<file path="config.mk">
export PLATFORM = sky130hd
export DESIGN_NAME = vom_top
export DESIGN_NICKNAME = d
export VERILOG_FILES = /design/src/logic/vom_pkg.sv /design/src/logic/vom_top.sv
export SDC_FILE = /design/constraint.sdc
export NUM_CORES = 1
export LEC_CHECK = 0
export BUFFER_PORTS_ARGS = -buffer_cell sky130_fd_sc_hd__buf_2
export CORE_UTILIZATION = 35
export CTS_BUF_LIST = sky130_fd_sc_hd__clkbuf_4 sky130_fd_sc_hd__clkbuf_8 sky130_fd_sc_hd__clkbuf_16
export DETAILED_ROUTE_END_ITERATION = 10
export PLACE_DENSITY = 0.67
export SYNTH_ARGS = -nofsm -noshare
export SYNTH_HDL_FRONTEND = slang
export SYNTH_SLANG_ARGS = --single-unit
</file>
<file path="constraint.sdc">
create_clock -name clk -period 1.3 [get_ports clk]
set_input_delay 0.39 -clock clk [delete_from_list [all_inputs] [get_ports clk]]
set_output_delay 0.39 -clock clk [all_outputs]
set_load 0.1 [all_outputs]
</file>
<file path="src/logic/vom_pkg.sv">
// package: register map, field positions and reset values of the output mode block
package vom_pkg;
  // printed offsets are not all multiples of four: these are indices
  localparam logic [7:0] VOM_IDX_MODE  = 8'h49;
  localparam logic [7:0] VOM_IDX_SWING = 8'h4B;
  localparam logic [7:0] VOM_IDX_LT1   = 8'h52;
  localparam logic [7:0] VOM_IDX_LTEN  = 8'h56;
  localparam logic [7:0] VOM_IDX_LT2   = 8'h57;
  localparam int VOM_ADDR_W = 10;
  localparam int VOM_STRAP_POS    = 7;
  localparam int VOM_OVR_POS      = 6;
  localparam int VOM_MAPREG_POS   = 5;
  localparam int VOM_LTPORT_POS   = 7;
  localparam int VOM_LTEN_POS     = 3;
  localparam logic [1:0] VOM_SWING_RST = 2'h0;
  localparam logic [1:0] VOM_LTFLD_RST = 2'h0;
  localparam logic [1:0] VOM_LTFLD_P0  = 2'h1;
  localparam logic [1:0] VOM_LTFLD_P1  = 2'h2;
  typedef enum logic [1:0] {
    VOM_DUAL      = 2'b00,
    VOM_DUAL_SWAP = 2'b01,
    VOM_SINGLE    = 2'b10,
    VOM_REPLICATE = 2'b11
  } vom_arr_t;
  // apb slave handshake states
  typedef enum logic [0:0] {
    VOM_IDLE = 1'b0,
    VOM_DONE = 1'b1
  } vom_st_t;
endpackage : vom_pkg

</file>
<file path="src/logic/vom_top.sv">
// output mode, swing and loop-through configuration registers over APB
`timescale 1ns/10ps
// How it works
// - bit 7 of the output mode register reads the strapped map-select level.
// - with override bit 6 set, map-select comes from bit 5; both reset to 0.
// - the 2-bit arrangement field picks dual, swapped, single or replicated.
// - the arrangement field's bit 0 is loaded from the mode strap at reset; bit 1 loads 0.
// - the 2-bit swing select resets to 00 and picks one of four swings.
// - loop-through source bit 7 chooses input port 0 (clear) or 1 (set).
// - the loop-through driver runs only when enable bit 3 is set; reset off.
// - source field 01 names port 0, 10 names port 1; it only flags a mismatch with bit 7.
module vom_top import vom_pkg::*; (
  input  wire logic                  clk,           // 250 MHz clock
  input  wire logic                  resetn,        // async reset, low
  input  wire logic                  mode_strap_pin,// mode strap pin
  input  wire logic                  psel,          // apb select
  input  wire logic                  penable,       // apb enable
  input  wire logic                  pwrite,        // apb direction
  input  wire logic [VOM_ADDR_W-1:0] paddr,         // apb byte address
  input  wire logic [31:0]           pwdata,        // apb write data
  input  wire logic [3:0]            pstrb,         // apb byte strobes
  output logic      [31:0]           prdata,        // apb read data
  output logic                       pready,        // apb ready
  output logic                       pslverr,       // apb error
  output logic      [1:0]            output_port_arrangement, // mode
  output logic                       map_select,    // effective map-select
  output logic      [1:0]            output_swing_select,     // swing
  output logic                       loopthrough_driver_enable, // driver on
  output logic                       loopthrough_from_port_one, // source
  output logic                       loopthrough_src_mismatch   // bit vs fld
);
  logic       rst_s1_r, rst_n_r;
  logic       strap_s1_r, strap_s2_r, strap_lvl_r;
  logic       strap_load_r;
  logic       ovr_r, mapreg_r, ltport_r, lten_r;
  logic [1:0] arr_r, swing_r, ltfld_r;
  vom_st_t    st_r;

  always_ff @(posedge clk or negedge resetn) begin
    if (!resetn) begin
      rst_s1_r <= 1'b0;
      rst_n_r  <= 1'b0;
    end else begin
      rst_s1_r <= 1'b1;
      rst_n_r  <= rst_s1_r;
    end
  end

  // strap synchroniser runs through reset so it is settled at release
  always_ff @(posedge clk) begin
    strap_s1_r <= mode_strap_pin;
    strap_s2_r <= strap_s1_r;
  end

  // apb decode
  wire [7:0] idx       = paddr[VOM_ADDR_W-1:2];
  wire       aligned   = (paddr[1:0] == 2'h0);
  wire       hit_mode  = aligned && (idx == VOM_IDX_MODE);
  wire       hit_swing = aligned && (idx == VOM_IDX_SWING);
  wire       hit_lt1   = aligned && (idx == VOM_IDX_LT1);
  wire       hit_lten  = aligned && (idx == VOM_IDX_LTEN);
  wire       hit_lt2   = aligned && (idx == VOM_IDX_LT2);
  wire       mapped    = hit_mode | hit_swing | hit_lt1 | hit_lten | hit_lt2;
  wire       access    = psel && penable && (st_r == VOM_IDLE);
  // a write lands at the edge where the master sees pready high
  wire       wr        = psel && penable && (st_r == VOM_DONE) &&
                         pwrite && mapped && pstrb[0];

  wire [7:0] rd_mode  = {strap_lvl_r, ovr_r, mapreg_r,
                         3'h0, arr_r};
  wire [7:0] rd_swing = {6'h00, swing_r};
  wire [7:0] rd_lt1   = {ltport_r, 7'h00};
  wire [7:0] rd_lten  = {4'h0, lten_r, 3'h0};
  wire [7:0] rd_lt2   = {5'h00, ltfld_r, 1'b0};
  wire [7:0] rd_sel   = hit_mode  ? rd_mode  :
                        hit_swing ? rd_swing :
                        hit_lt1   ? rd_lt1   :
                        hit_lten  ? rd_lten  :
                        hit_lt2   ? rd_lt2   : 8'h00;

  // strap caught once after reset release; later pin moves change nothing
  always_ff @(posedge clk or negedge rst_n_r) begin
    if (!rst_n_r) begin
      strap_load_r <= 1'b1;
      strap_lvl_r  <= 1'b0;
    end else if (strap_load_r) begin
      strap_load_r <= 1'b0;
      strap_lvl_r  <= strap_s2_r;
    end
  end

  always_ff @(posedge clk or negedge rst_n_r) begin
    if (!rst_n_r) begin
      ovr_r    <= 1'b0;
      mapreg_r <= 1'b0;
      arr_r    <= VOM_DUAL;
      swing_r  <= VOM_SWING_RST;
      ltport_r <= 1'b0;
      lten_r   <= 1'b0;
      ltfld_r  <= VOM_LTFLD_RST;
    end else begin
      if (strap_load_r)
        arr_r <= {1'b0, strap_s2_r};
      else if (wr && hit_mode)
        arr_r <= pwdata[1:0];
      if (wr && hit_mode) begin
        ovr_r    <= pwdata[VOM_OVR_POS];
        mapreg_r <= pwdata[VOM_MAPREG_POS];
      end
      if (wr && hit_swing) swing_r  <= pwdata[1:0];
      if (wr && hit_lt1)   ltport_r <= pwdata[VOM_LTPORT_POS];
      if (wr && hit_lten)  lten_r   <= pwdata[VOM_LTEN_POS];
      if (wr && hit_lt2)   ltfld_r  <= pwdata[2:1];
    end
  end

  // one wait state: answer at the second access-phase edge
  always_ff @(posedge clk or negedge rst_n_r) begin
    if (!rst_n_r) begin
      st_r    <= VOM_IDLE;
      pready  <= 1'b0;
      pslverr <= 1'b0;
      prdata  <= 32'h0000_0000;
    end else begin
      case (st_r)
        VOM_IDLE: begin
          pready <= access;
          if (access) begin
            st_r    <= VOM_DONE;
            pslverr <= !mapped;
            prdata  <= pwrite ? 32'h0000_0000 : {24'h00_0000, rd_sel};
          end
        end
        VOM_DONE: begin
          st_r    <= VOM_IDLE;
          pready  <= 1'b0;
          pslverr <= 1'b0;
        end
        default: st_r <= VOM_IDLE;
      endcase
    end
  end

  // source field: 01 port 0, 10 port 1, checked against the bit; other codes never mismatch
  wire fld_p1 = (ltfld_r == VOM_LTFLD_P1);
  wire fld_ok = (ltfld_r == VOM_LTFLD_P0) || fld_p1;

  always_ff @(posedge clk or negedge rst_n_r) begin
    if (!rst_n_r) begin
      output_port_arrangement   <= VOM_DUAL;
      map_select                <= 1'b0;
      output_swing_select       <= VOM_SWING_RST;
      loopthrough_driver_enable <= 1'b0;
      loopthrough_from_port_one <= 1'b0;
      loopthrough_src_mismatch  <= 1'b0;
    end else begin
      output_port_arrangement   <= arr_r;
      map_select                <= ovr_r ? mapreg_r : strap_lvl_r;
      output_swing_select       <= swing_r;
      loopthrough_driver_enable <= lten_r;
      loopthrough_from_port_one <= ltport_r;
      loopthrough_src_mismatch  <= fld_ok && (fld_p1 != ltport_r);
    end
  end

  a_map_override: assert property (
    @(posedge clk) disable iff (!rst_n_r)
    ovr_r |=> map_select == $past(mapreg_r))
    else $error("map select not from register bit");
  a_map_strap: assert property (
    @(posedge clk) disable iff (!rst_n_r)
    !ovr_r |=> map_select == $past(strap_lvl_r))
    else $error("map select not from strap");
  a_strap_read: assert property (
    @(posedge clk) disable iff (!rst_n_r)
    (access && !pwrite && hit_mode) |=> prdata[7] == $past(strap_lvl_r))
    else $error("strap status wrong");
  a_swing_write: assert property (
    @(posedge clk) disable iff (!rst_n_r)
    (wr && hit_swing) |=> ##1 output_swing_select == $past(pwdata[1:0], 2))
    else $error("swing not applied");
  a_arr_write: assert property (
    @(posedge clk) disable iff (!rst_n_r)
    (wr && hit_mode && !strap_load_r) |=> ##1
    output_port_arrangement == $past(pwdata[1:0], 2))
    else $error("arrangement not applied");
  a_driver_en: assert property (
    @(posedge clk) disable iff (!rst_n_r)
    (wr && hit_lten) |=> ##1
    loopthrough_driver_enable == $past(pwdata[VOM_LTEN_POS], 2))
    else $error("driver enable wrong");
  a_port_sel: assert property (
    @(posedge clk) disable iff (!rst_n_r)
    (wr && hit_lt1) |=> ##1
    loopthrough_from_port_one == $past(pwdata[VOM_LTPORT_POS], 2))
    else $error("port select wrong");
  a_strap_load: assert property (
    @(posedge clk) disable iff (!rst_n_r)
    strap_load_r |=> arr_r == {1'b0, $past(strap_s2_r)})
    else $error("strap not loaded");
  a_rsvd_zero: assert property (
    @(posedge clk) disable iff (!rst_n_r)
    (access && !pwrite && hit_lten) |=> prdata[31:4] == 28'h0 &&
    prdata[2:0] == 3'h0)
    else $error("reserved bits nonzero");
  a_rsvd_mode: assert property (
    @(posedge clk) disable iff (!rst_n_r)
    (access && !pwrite && hit_mode) |=> prdata[31:8] == 24'h0 &&
    prdata[4:2] == 3'h0)
    else $error("mode reserved bits nonzero");
  a_mismatch: assert property (
    @(posedge clk) disable iff (!rst_n_r)
    (ltfld_r == VOM_LTFLD_P0 && ltport_r) |=> loopthrough_src_mismatch)
    else $error("mismatch not flagged");
  a_mismatch_port_one: assert property (
    @(posedge clk) disable iff (!rst_n_r)
    (ltfld_r == VOM_LTFLD_P1 && !ltport_r) |=> loopthrough_src_mismatch)
    else $error("port one mismatch not flagged");
  a_ready_pulse: assert property (
    @(posedge clk) disable iff (!rst_n_r)
    pready |=> !pready)
    else $error("ready held");
  a_write_ready: assert property (
    @(posedge clk) disable iff (!rst_n_r)
    wr |-> pready)
    else $error("write outside ready edge");
  a_err_ready: assert property (
    @(posedge clk) disable iff (!rst_n_r)
    pslverr |-> pready)
    else $error("error without ready");

  c_write: cover property (@(posedge clk) wr && hit_mode);
  c_read: cover property (@(posedge clk) access && !pwrite && mapped);
  c_error: cover property (@(posedge clk) pready && pslverr);
  c_override: cover property (@(posedge clk) ovr_r && map_select);
  c_mismatch: cover property (@(posedge clk) loopthrough_src_mismatch);
endmodule : vom_top

</file>
==> impl_metrics.py, run 1 <==
metrics = {
    "grt": {
        "grt_usage": 0.1625,
        "grt_max_degree": 30,
        "grt_pass1_wl_mm": 5.244,
        "first_global_vias": 1106,
        "grt_antenna_before_repair": 0,
        "grt.overflow.total": 0,
    },
    "status": {
        "status": "finished, violations left",
        "violations": "setup timing",
    },
    "synthesis": {
        "synth_ff_type": "dfrtp_1",
        "synth_edf_count": 0,
        "netlist_instances": 136,
        "synth_area_mm2": 0.001549,
        "synth-compound-area-share": 0.06785,
        "synthArstFlopShare": 0.9394,
        "synth_mux_area_frac": 0.08562,
        "synth_xor_area_frac": 0.005654,
        "ys_seq_area_frac": 0.5275,
        "synthMostInstantiatedCell": "dfrtp_1",
        "synth_top_cell_by_area": "dfrtp_1",
        "synth-seq-cells": 33,
        "ys_top_cells_by_area": "dfrtp_1, buf_4, mux2_2",
        "synth_top_cell_area_share": 0.4847,
        "yosys_warnings": 0,
        "synthSimpleGateAreaFrac": 0.1599,
        "synth_commonest_cells": "dfrtp_1, buf_4, nand2_1, mux2_2, inv_1",
        "synthAdderAreaFrac": 0.008078,
        "ys_types": 40,
        "syn_area_per_cell_um2": 11.39,
        "synth_top_family_by_area": "simple AND/OR/NAND/NOR gates",
    },
    "sta": {
        "fmax_ghz": 0.5450,
        "setup_ws_ps": -534.7,
        "fin_crit_ps": 1835,
        "period_share": 1.411,
        "finalSetupViolations": 19,
        "maxSlewViolCount": 0,
        "rsz0062_at_grt": "true",
        "hold_viol": 0,
        "clock-skew-final_ps": 2.923,
    },
    "finish": {
        "finish.net_count": 267,
        "area_growth_pct": 62.44,
        "drive_gt1_frac": 0.5395,
        "antennaDiodeCount": 0,
        "final-instance-count-excl-fill": 265,
    },
    "floorplanning": {
        "die_h_um": 68.53,
        "die_width_um": 68.53,
        "start_util": 0.3764,
        "die-area_mm2": 0.004696,
        "fp-row-count": 23,
        "coreArea_mm2": 0.004115,
        "ioPinCount": 94,
    },
    "critical_path": {
        "cp.required_ps": 1470,
        "cp.arrival_ps": 2010,
        "worstPathMaxFanout": 3,
        "critPathKind": "input port to flip-flop",
        "endpoint_kind": "flip-flop",
        "startpoint_type": "input port",
    },
    "drt": {
        "antenna_left": 0,
        "vias": 1190,
        "drt-vias-per-instance": 4.491,
        "drc_errors": 0,
        "dr_wl_met3_um": 188,
        "met1_length_mm": 1.530,
        "wl_per_cell_um": 12.63,
        "dr_wl_met2_mm": 1.564,
        "drt_iter0_drc": 26,
        "routed_wirelength_mm": 3.346,
        "dr.pass1.iters": 4,
        "top_layer_used": "met4",
    },
    "power": {
        "clkPwrFrac": 0.298,
        "power_mw": 2.474,
        "power.switching_uw": 893.4,
        "pwr-share-comb": 0.268,
        "internal_power_mw": 1.581,
        "power_switching_share": 0.3611,
        "irDropWorstVdd_mv": 0.8059,
        "p_leak_nw": 1.207,
        "pwr-share-seq": 0.434,
        "powerDensity_mw_per_mm2": 983.3,
    },
    "worst_hold_path": {
        "hold_path.class": "input port to flip-flop",
    },
    "clock_network": {
        "cts_buffers": 5,
        "clk_pin_slew_ps": 70,
        "insertion_delay_ps": 290,
        "h-tree-depth": 2,
        "cts_tree": "yes",
        "cts_sinks": 33,
        "clock-root-buffer": "clkbuf_8",
        "cts_buffer_depth": 2,
    },
    "place": {
        "portBuffers": 40,
        "dp_slack_ps": -876.0,
        "placed_cells": 250,
        "dp_hpwl_mm": 2.518,
        "gp_congestion": 0.7666,
    },
    "flow_run": {
        "max_cap_viol_count": 0,
    },
}
## final timing paths
kind | startpoint | endpoint | slack, ps | depth (start not counted)
max reg2reg | pready$_DFF_PN0_ | prdata[1]$_DFFE_PN0P_ | -280 | 4
min reg2reg | rst_n_r$_DFF_PN0_ | loopthrough_from_port_one$_DFF_PN0_ | 270 | 1
max in group asynchronous | rst_n_r$_DFF_PN0_ | strap_load_r$_DFF_PN1_ | 720 | 1
max | paddr[1] | mapreg_r$_DFFE_PN0P_ | -530 | 5
min in group asynchronous | rst_n_r$_DFF_PN0_ | loopthrough_from_port_one$_DFF_PN0_ | 270 | 1
min | mode_strap_pin | strap_s1_r$_DFF_P_ | 200 | 1
## flip-flops by register name, summed over array words and instances (netlist names), 2 cells and up
name                     flops
prdata                       7
arr_r                        2
ltfld_r                      2
output_port_arrangement      2
output_swing_select          2
swing_r                      2
## power groups by stage
stage	sequential (mW)	combinational [mW]	clock, mW
2_1_floorplan	1.18	0.420	0
3_3_place_gp	1.09	0.619	0
3_5_place_dp	1.09	0.623	0
4_1_cts	1.07	0.653	0.767
5_1_grt	1.07	0.694	0.812
6_report	1.07	0.663	0.738
## metal layers
metal | up-vias | global-route usage
met5 | - | 0
met4 | 0 | 0.07031
met3 | 5 | 0.05592
met2 | 47 | 0.2377
met1 | 564 | 0.2164
li1 | 574 | -
## metrics by stage
step | setup TNS, ps | area, um2 | hold WS (ps) | util
finish | -7423 | 2516 | 199.9 | 0.6114
global route | -8217 | 2516 | 184.7 | 0.6114
floorplan | -7627 | 1735 | 94.41 | -
global placement | -11900 | 2242 | 175.6 | 0.5448
CTS | -7137 | 2467 | 189.3 | 0.5996
detailed placement | -12270 | 2242 | 176.4 | 0.5448
## placed cells by master (no fill, tap or decap), types with 4 or more instances in the layout
| cell | instances |
|---|---|
| buf_6 | 12 |
| nand2_1 | 10 |
| buf_4 | 22 |
| dfrtp_1 | 29 |
| clkbuf_8 | 5 |
| mux2_4 | 7 |
| nor3_4 | 4 |
| inv_1 | 6 |
| buf_12 | 18 |
| buf_2 | 20 |
| conb_1 | 27 |
## cell type report
type / instances / area [um2]
clock inverter: 3 / 17.52
clock buffer: 5 / 68.82
tap: 50 / 62.56
sequential: 33 / 820.8
multi-input combinational: 95 / 753.2
fill: 339 / 1599
timing repair buffer: 73 / 770.7
inverter: 6 / 22.52
## timing repair
action                                  CTS  global route
buffers inserted                          3             4
gates cloned                              1             0
pin swaps                                 7             4
gates resized for setup                  23             6
endpoints found under the setup margin   19            22
hold buffers                              1             0
hold endpoints to repair                  2             0
## cells by family (layout without fill, tap and decap cells)
group / Yosys count / after routing
muxes: 12 / 12
other: 2 / 27
xor gates and xnor gates: 1 / 1
adders and majority gates: 1 / 1
AOI/OAI and AO/OA: 14 / 14
and+or+nand+nor: 40 / 40
DFF: 33 / 33
buffers and inverters: 33 / 87
## worst max-delay path, stage by stage
cell    delay, ps
buf_6          90
or4b_4        530
or4_4         520
nor2_4        160
mux2_4        310
Power figures use the tool's default switching activity.
==> run 2: changes to the inputs <==
Settings changed: CTS_CLUSTER_SIZE from default to 8, SKIP_LAST_GASP from default to 1.
Clock period 1.3 ns to 1.9 ns, I/O delays scaled along.
==> impl_metrics.py, run 2 (synthesis gave the netlist of run 1 again) <==
metrics = {
    "floorplanning": {
        "fp-row-count": 23,
        "die_width_um": 68.53,
        "die_h_um": 68.53,
        "coreArea_mm2": 0.004115,
        "ioPinCount": 94,
        "start_util": 0.3764,
        "die-area_mm2": 0.004696,
    },
    "sta": {
        "slew_headroom": 0.5651,
        "fin_crit_ps": 1965,
        "finalSetupViolations": 4,
        "setup_tns_ps": -223.1,
        "whs_ps": 64.51,
        "setup_ws_ps": -64.69,
        "period_share": 1.034,
        "rsz0062_at_grt": "true",
        "clock-skew-final_ps": 4.069,
        "tightest_slew_ps": 652.3,
        "hold_viol": 0,
        "maxSlewViolCount": 0,
        "fmax_ghz": 0.5090,
    },
    "place": {
        "portBuffers": 40,
        "dp_hpwl_mm": 2.293,
        "gp_congestion": 0.7983,
    },
    "grt": {
        "grt_usage": 0.1397,
        "grt.overflow.total": 0,
        "grt_antenna_before_repair": 0,
        "first_global_vias": 1024,
        "grt_max_degree": 17,
        "grt_pass1_wl_mm": 4.602,
    },
    "drt": {
        "drc_errors": 0,
        "dr.pass1.iters": 4,
        "drt-vias-per-instance": 4.430,
        "wl_per_cell_um": 11.66,
        "drt_iter0_drc": 44,
        "vias": 1112,
        "routed_wirelength_mm": 2.927,
        "antenna_left": 0,
    },
    "finish": {
        "drive_gt1_frac": 0.4677,
        "multi_input_area_um2": 653.1,
        "final_cell_mix": "buf_2, dfrtp_1, conb_1",
        "top_register": "prdata",
        "fillCellCount": 398,
        "largest_reg_flops": 7,
        "area_growth_pct": 29.16,
        "regArea_um2": 820.8,
        "finish.net_count": 253,
        "antennaDiodeCount": 0,
        "final_common_cell": "buf_2",
    },
    "critical_path": {
        "cp_slowest_stage_delay_ps": 540,
        "slowest_stage": "or4b_4",
        "critPathKind": "input port to flip-flop",
        "endpoint_kind": "flip-flop",
        "worstPathMaxFanout": 4,
        "cp.required_ps": 2060,
        "worstPathCellList": "buf_6, or4b_4, or4_4, nor2_4, mux2_4",
        "cp.arrival_ps": 2130,
        "startpoint_type": "input port",
    },
    "power": {
        "power_mw": 1.626,
        "p_leak_nw": 1.033,
        "irDropWorstVdd_mv": 0.3892,
        "powerDensity_mw_per_mm2": 812.7,
    },
    "clock_network": {
        "cts_tree": "yes",
        "cts_buffers": 5,
        "clk_pin_slew_ps": 60,
        "clock-root-buffer": "clkbuf_8",
        "h-tree-depth": 2,
        "insertion_delay_ps": 280,
        "cts_sinks": 33,
        "post_cts_buffers": 0,
        "cts_hold_buf": 0,
        "cts_buffer_depth": 2,
    },
    "worst_hold_path": {
        "hold_path.class": "input port to asynchronous set/reset pin",
    },
    "status": {
        "violations": "setup timing",
        "status": "finished, violations left",
    },
    "flow_run": {
        "max_cap_viol_count": 0,
    },
}
## run 2: cell types whose count changed in the layout (fill, tap and decap cells not counted), moves of 3 or more
cell and delta:
mux2_4 -5, buf_4 -3, buf_2 +18, buf_12 -18
buf_6 -10, mux2_2 +5
## run 2: routing by layer
layer	track usage	up-vias	wire length (um)
li1	-	545	-
met5	0	-	0
met1	0.1790	518	1263
met4	0.05469	0	28
met3	0.06250	4	218
met2	0.2047	45	1416
## run 2: critical path: cells and delay by family
kind          cells  cell delay (ps)
mux               1              310
buf+inv           1               90
simple gates      3             1160
## run 2: path summary, 6_finish.rpt
check | start | to | slack [ps] | cells past startpoint
max in group asynchronous | rst_n_r$_DFF_PN0_ | ltport_r$_DFFE_PN0P_ | 1040 | 1
hold reg to reg | rst_n_r$_DFF_PN0_ | output_swing_select[1]$_DFF_PN0_ | 270 | 0
min in group clk | strap_s1_r$_DFF_P_ | strap_s2_r$_DFF_P_ | 330 | 0
hold / removal | resetn | rst_s1_r$_DFF_PN0_ | 60 | 1
setup / recovery | paddr[6] | mapreg_r$_DFFE_PN0P_ | -60 | 5
setup reg to reg | pready$_DFF_PN0_ | lten_r$_DFFE_PN0P_ | 250 | 4
## run 2: power breakdown
part           internal, mW  leakage (nW)  switching (mW)  total [mW]
Clock                 0.268        0.0484           0.236       0.504
Sequential            0.721         0.428          0.0153       0.736
Combinational        0.0623         0.557           0.323       0.386
## run 2: timing repair
action | in CTS | in global routing
setup endpoints to repair | 9 | 12
pin swaps | 5 | 2
gates resized for setup | 5 | 5
## run 2: metrics by stage
stage          cells  worst slack, ps  instance area, um2  utilization
6_report         251           -64.69                2001       0.4862
5_1_grt          251           -97.35                2001       0.4862
4_1_cts          251           -84.64                1971       0.4789
3_5_place_dp     243           -453.1                1862       0.4524
3_3_place_gp     243           -447.2                1862       0.4524
2_1_floorplan    161           -295.5                1652            -
## run 2: cell type report
| class | count | area share |
|---|---|---|
| Clock buffer | 6 | 0.03815 |
| Clock inverter | 2 | 0.005003 |
| Inverter | 6 | 0.01126 |
| Multi-Input combinational cell | 95 | 0.3265 |
| Sequential cell | 33 | 0.4103 |
| Tap cell | 50 | 0.03127 |
| Timing Repair Buffer | 59 | 0.1776 |
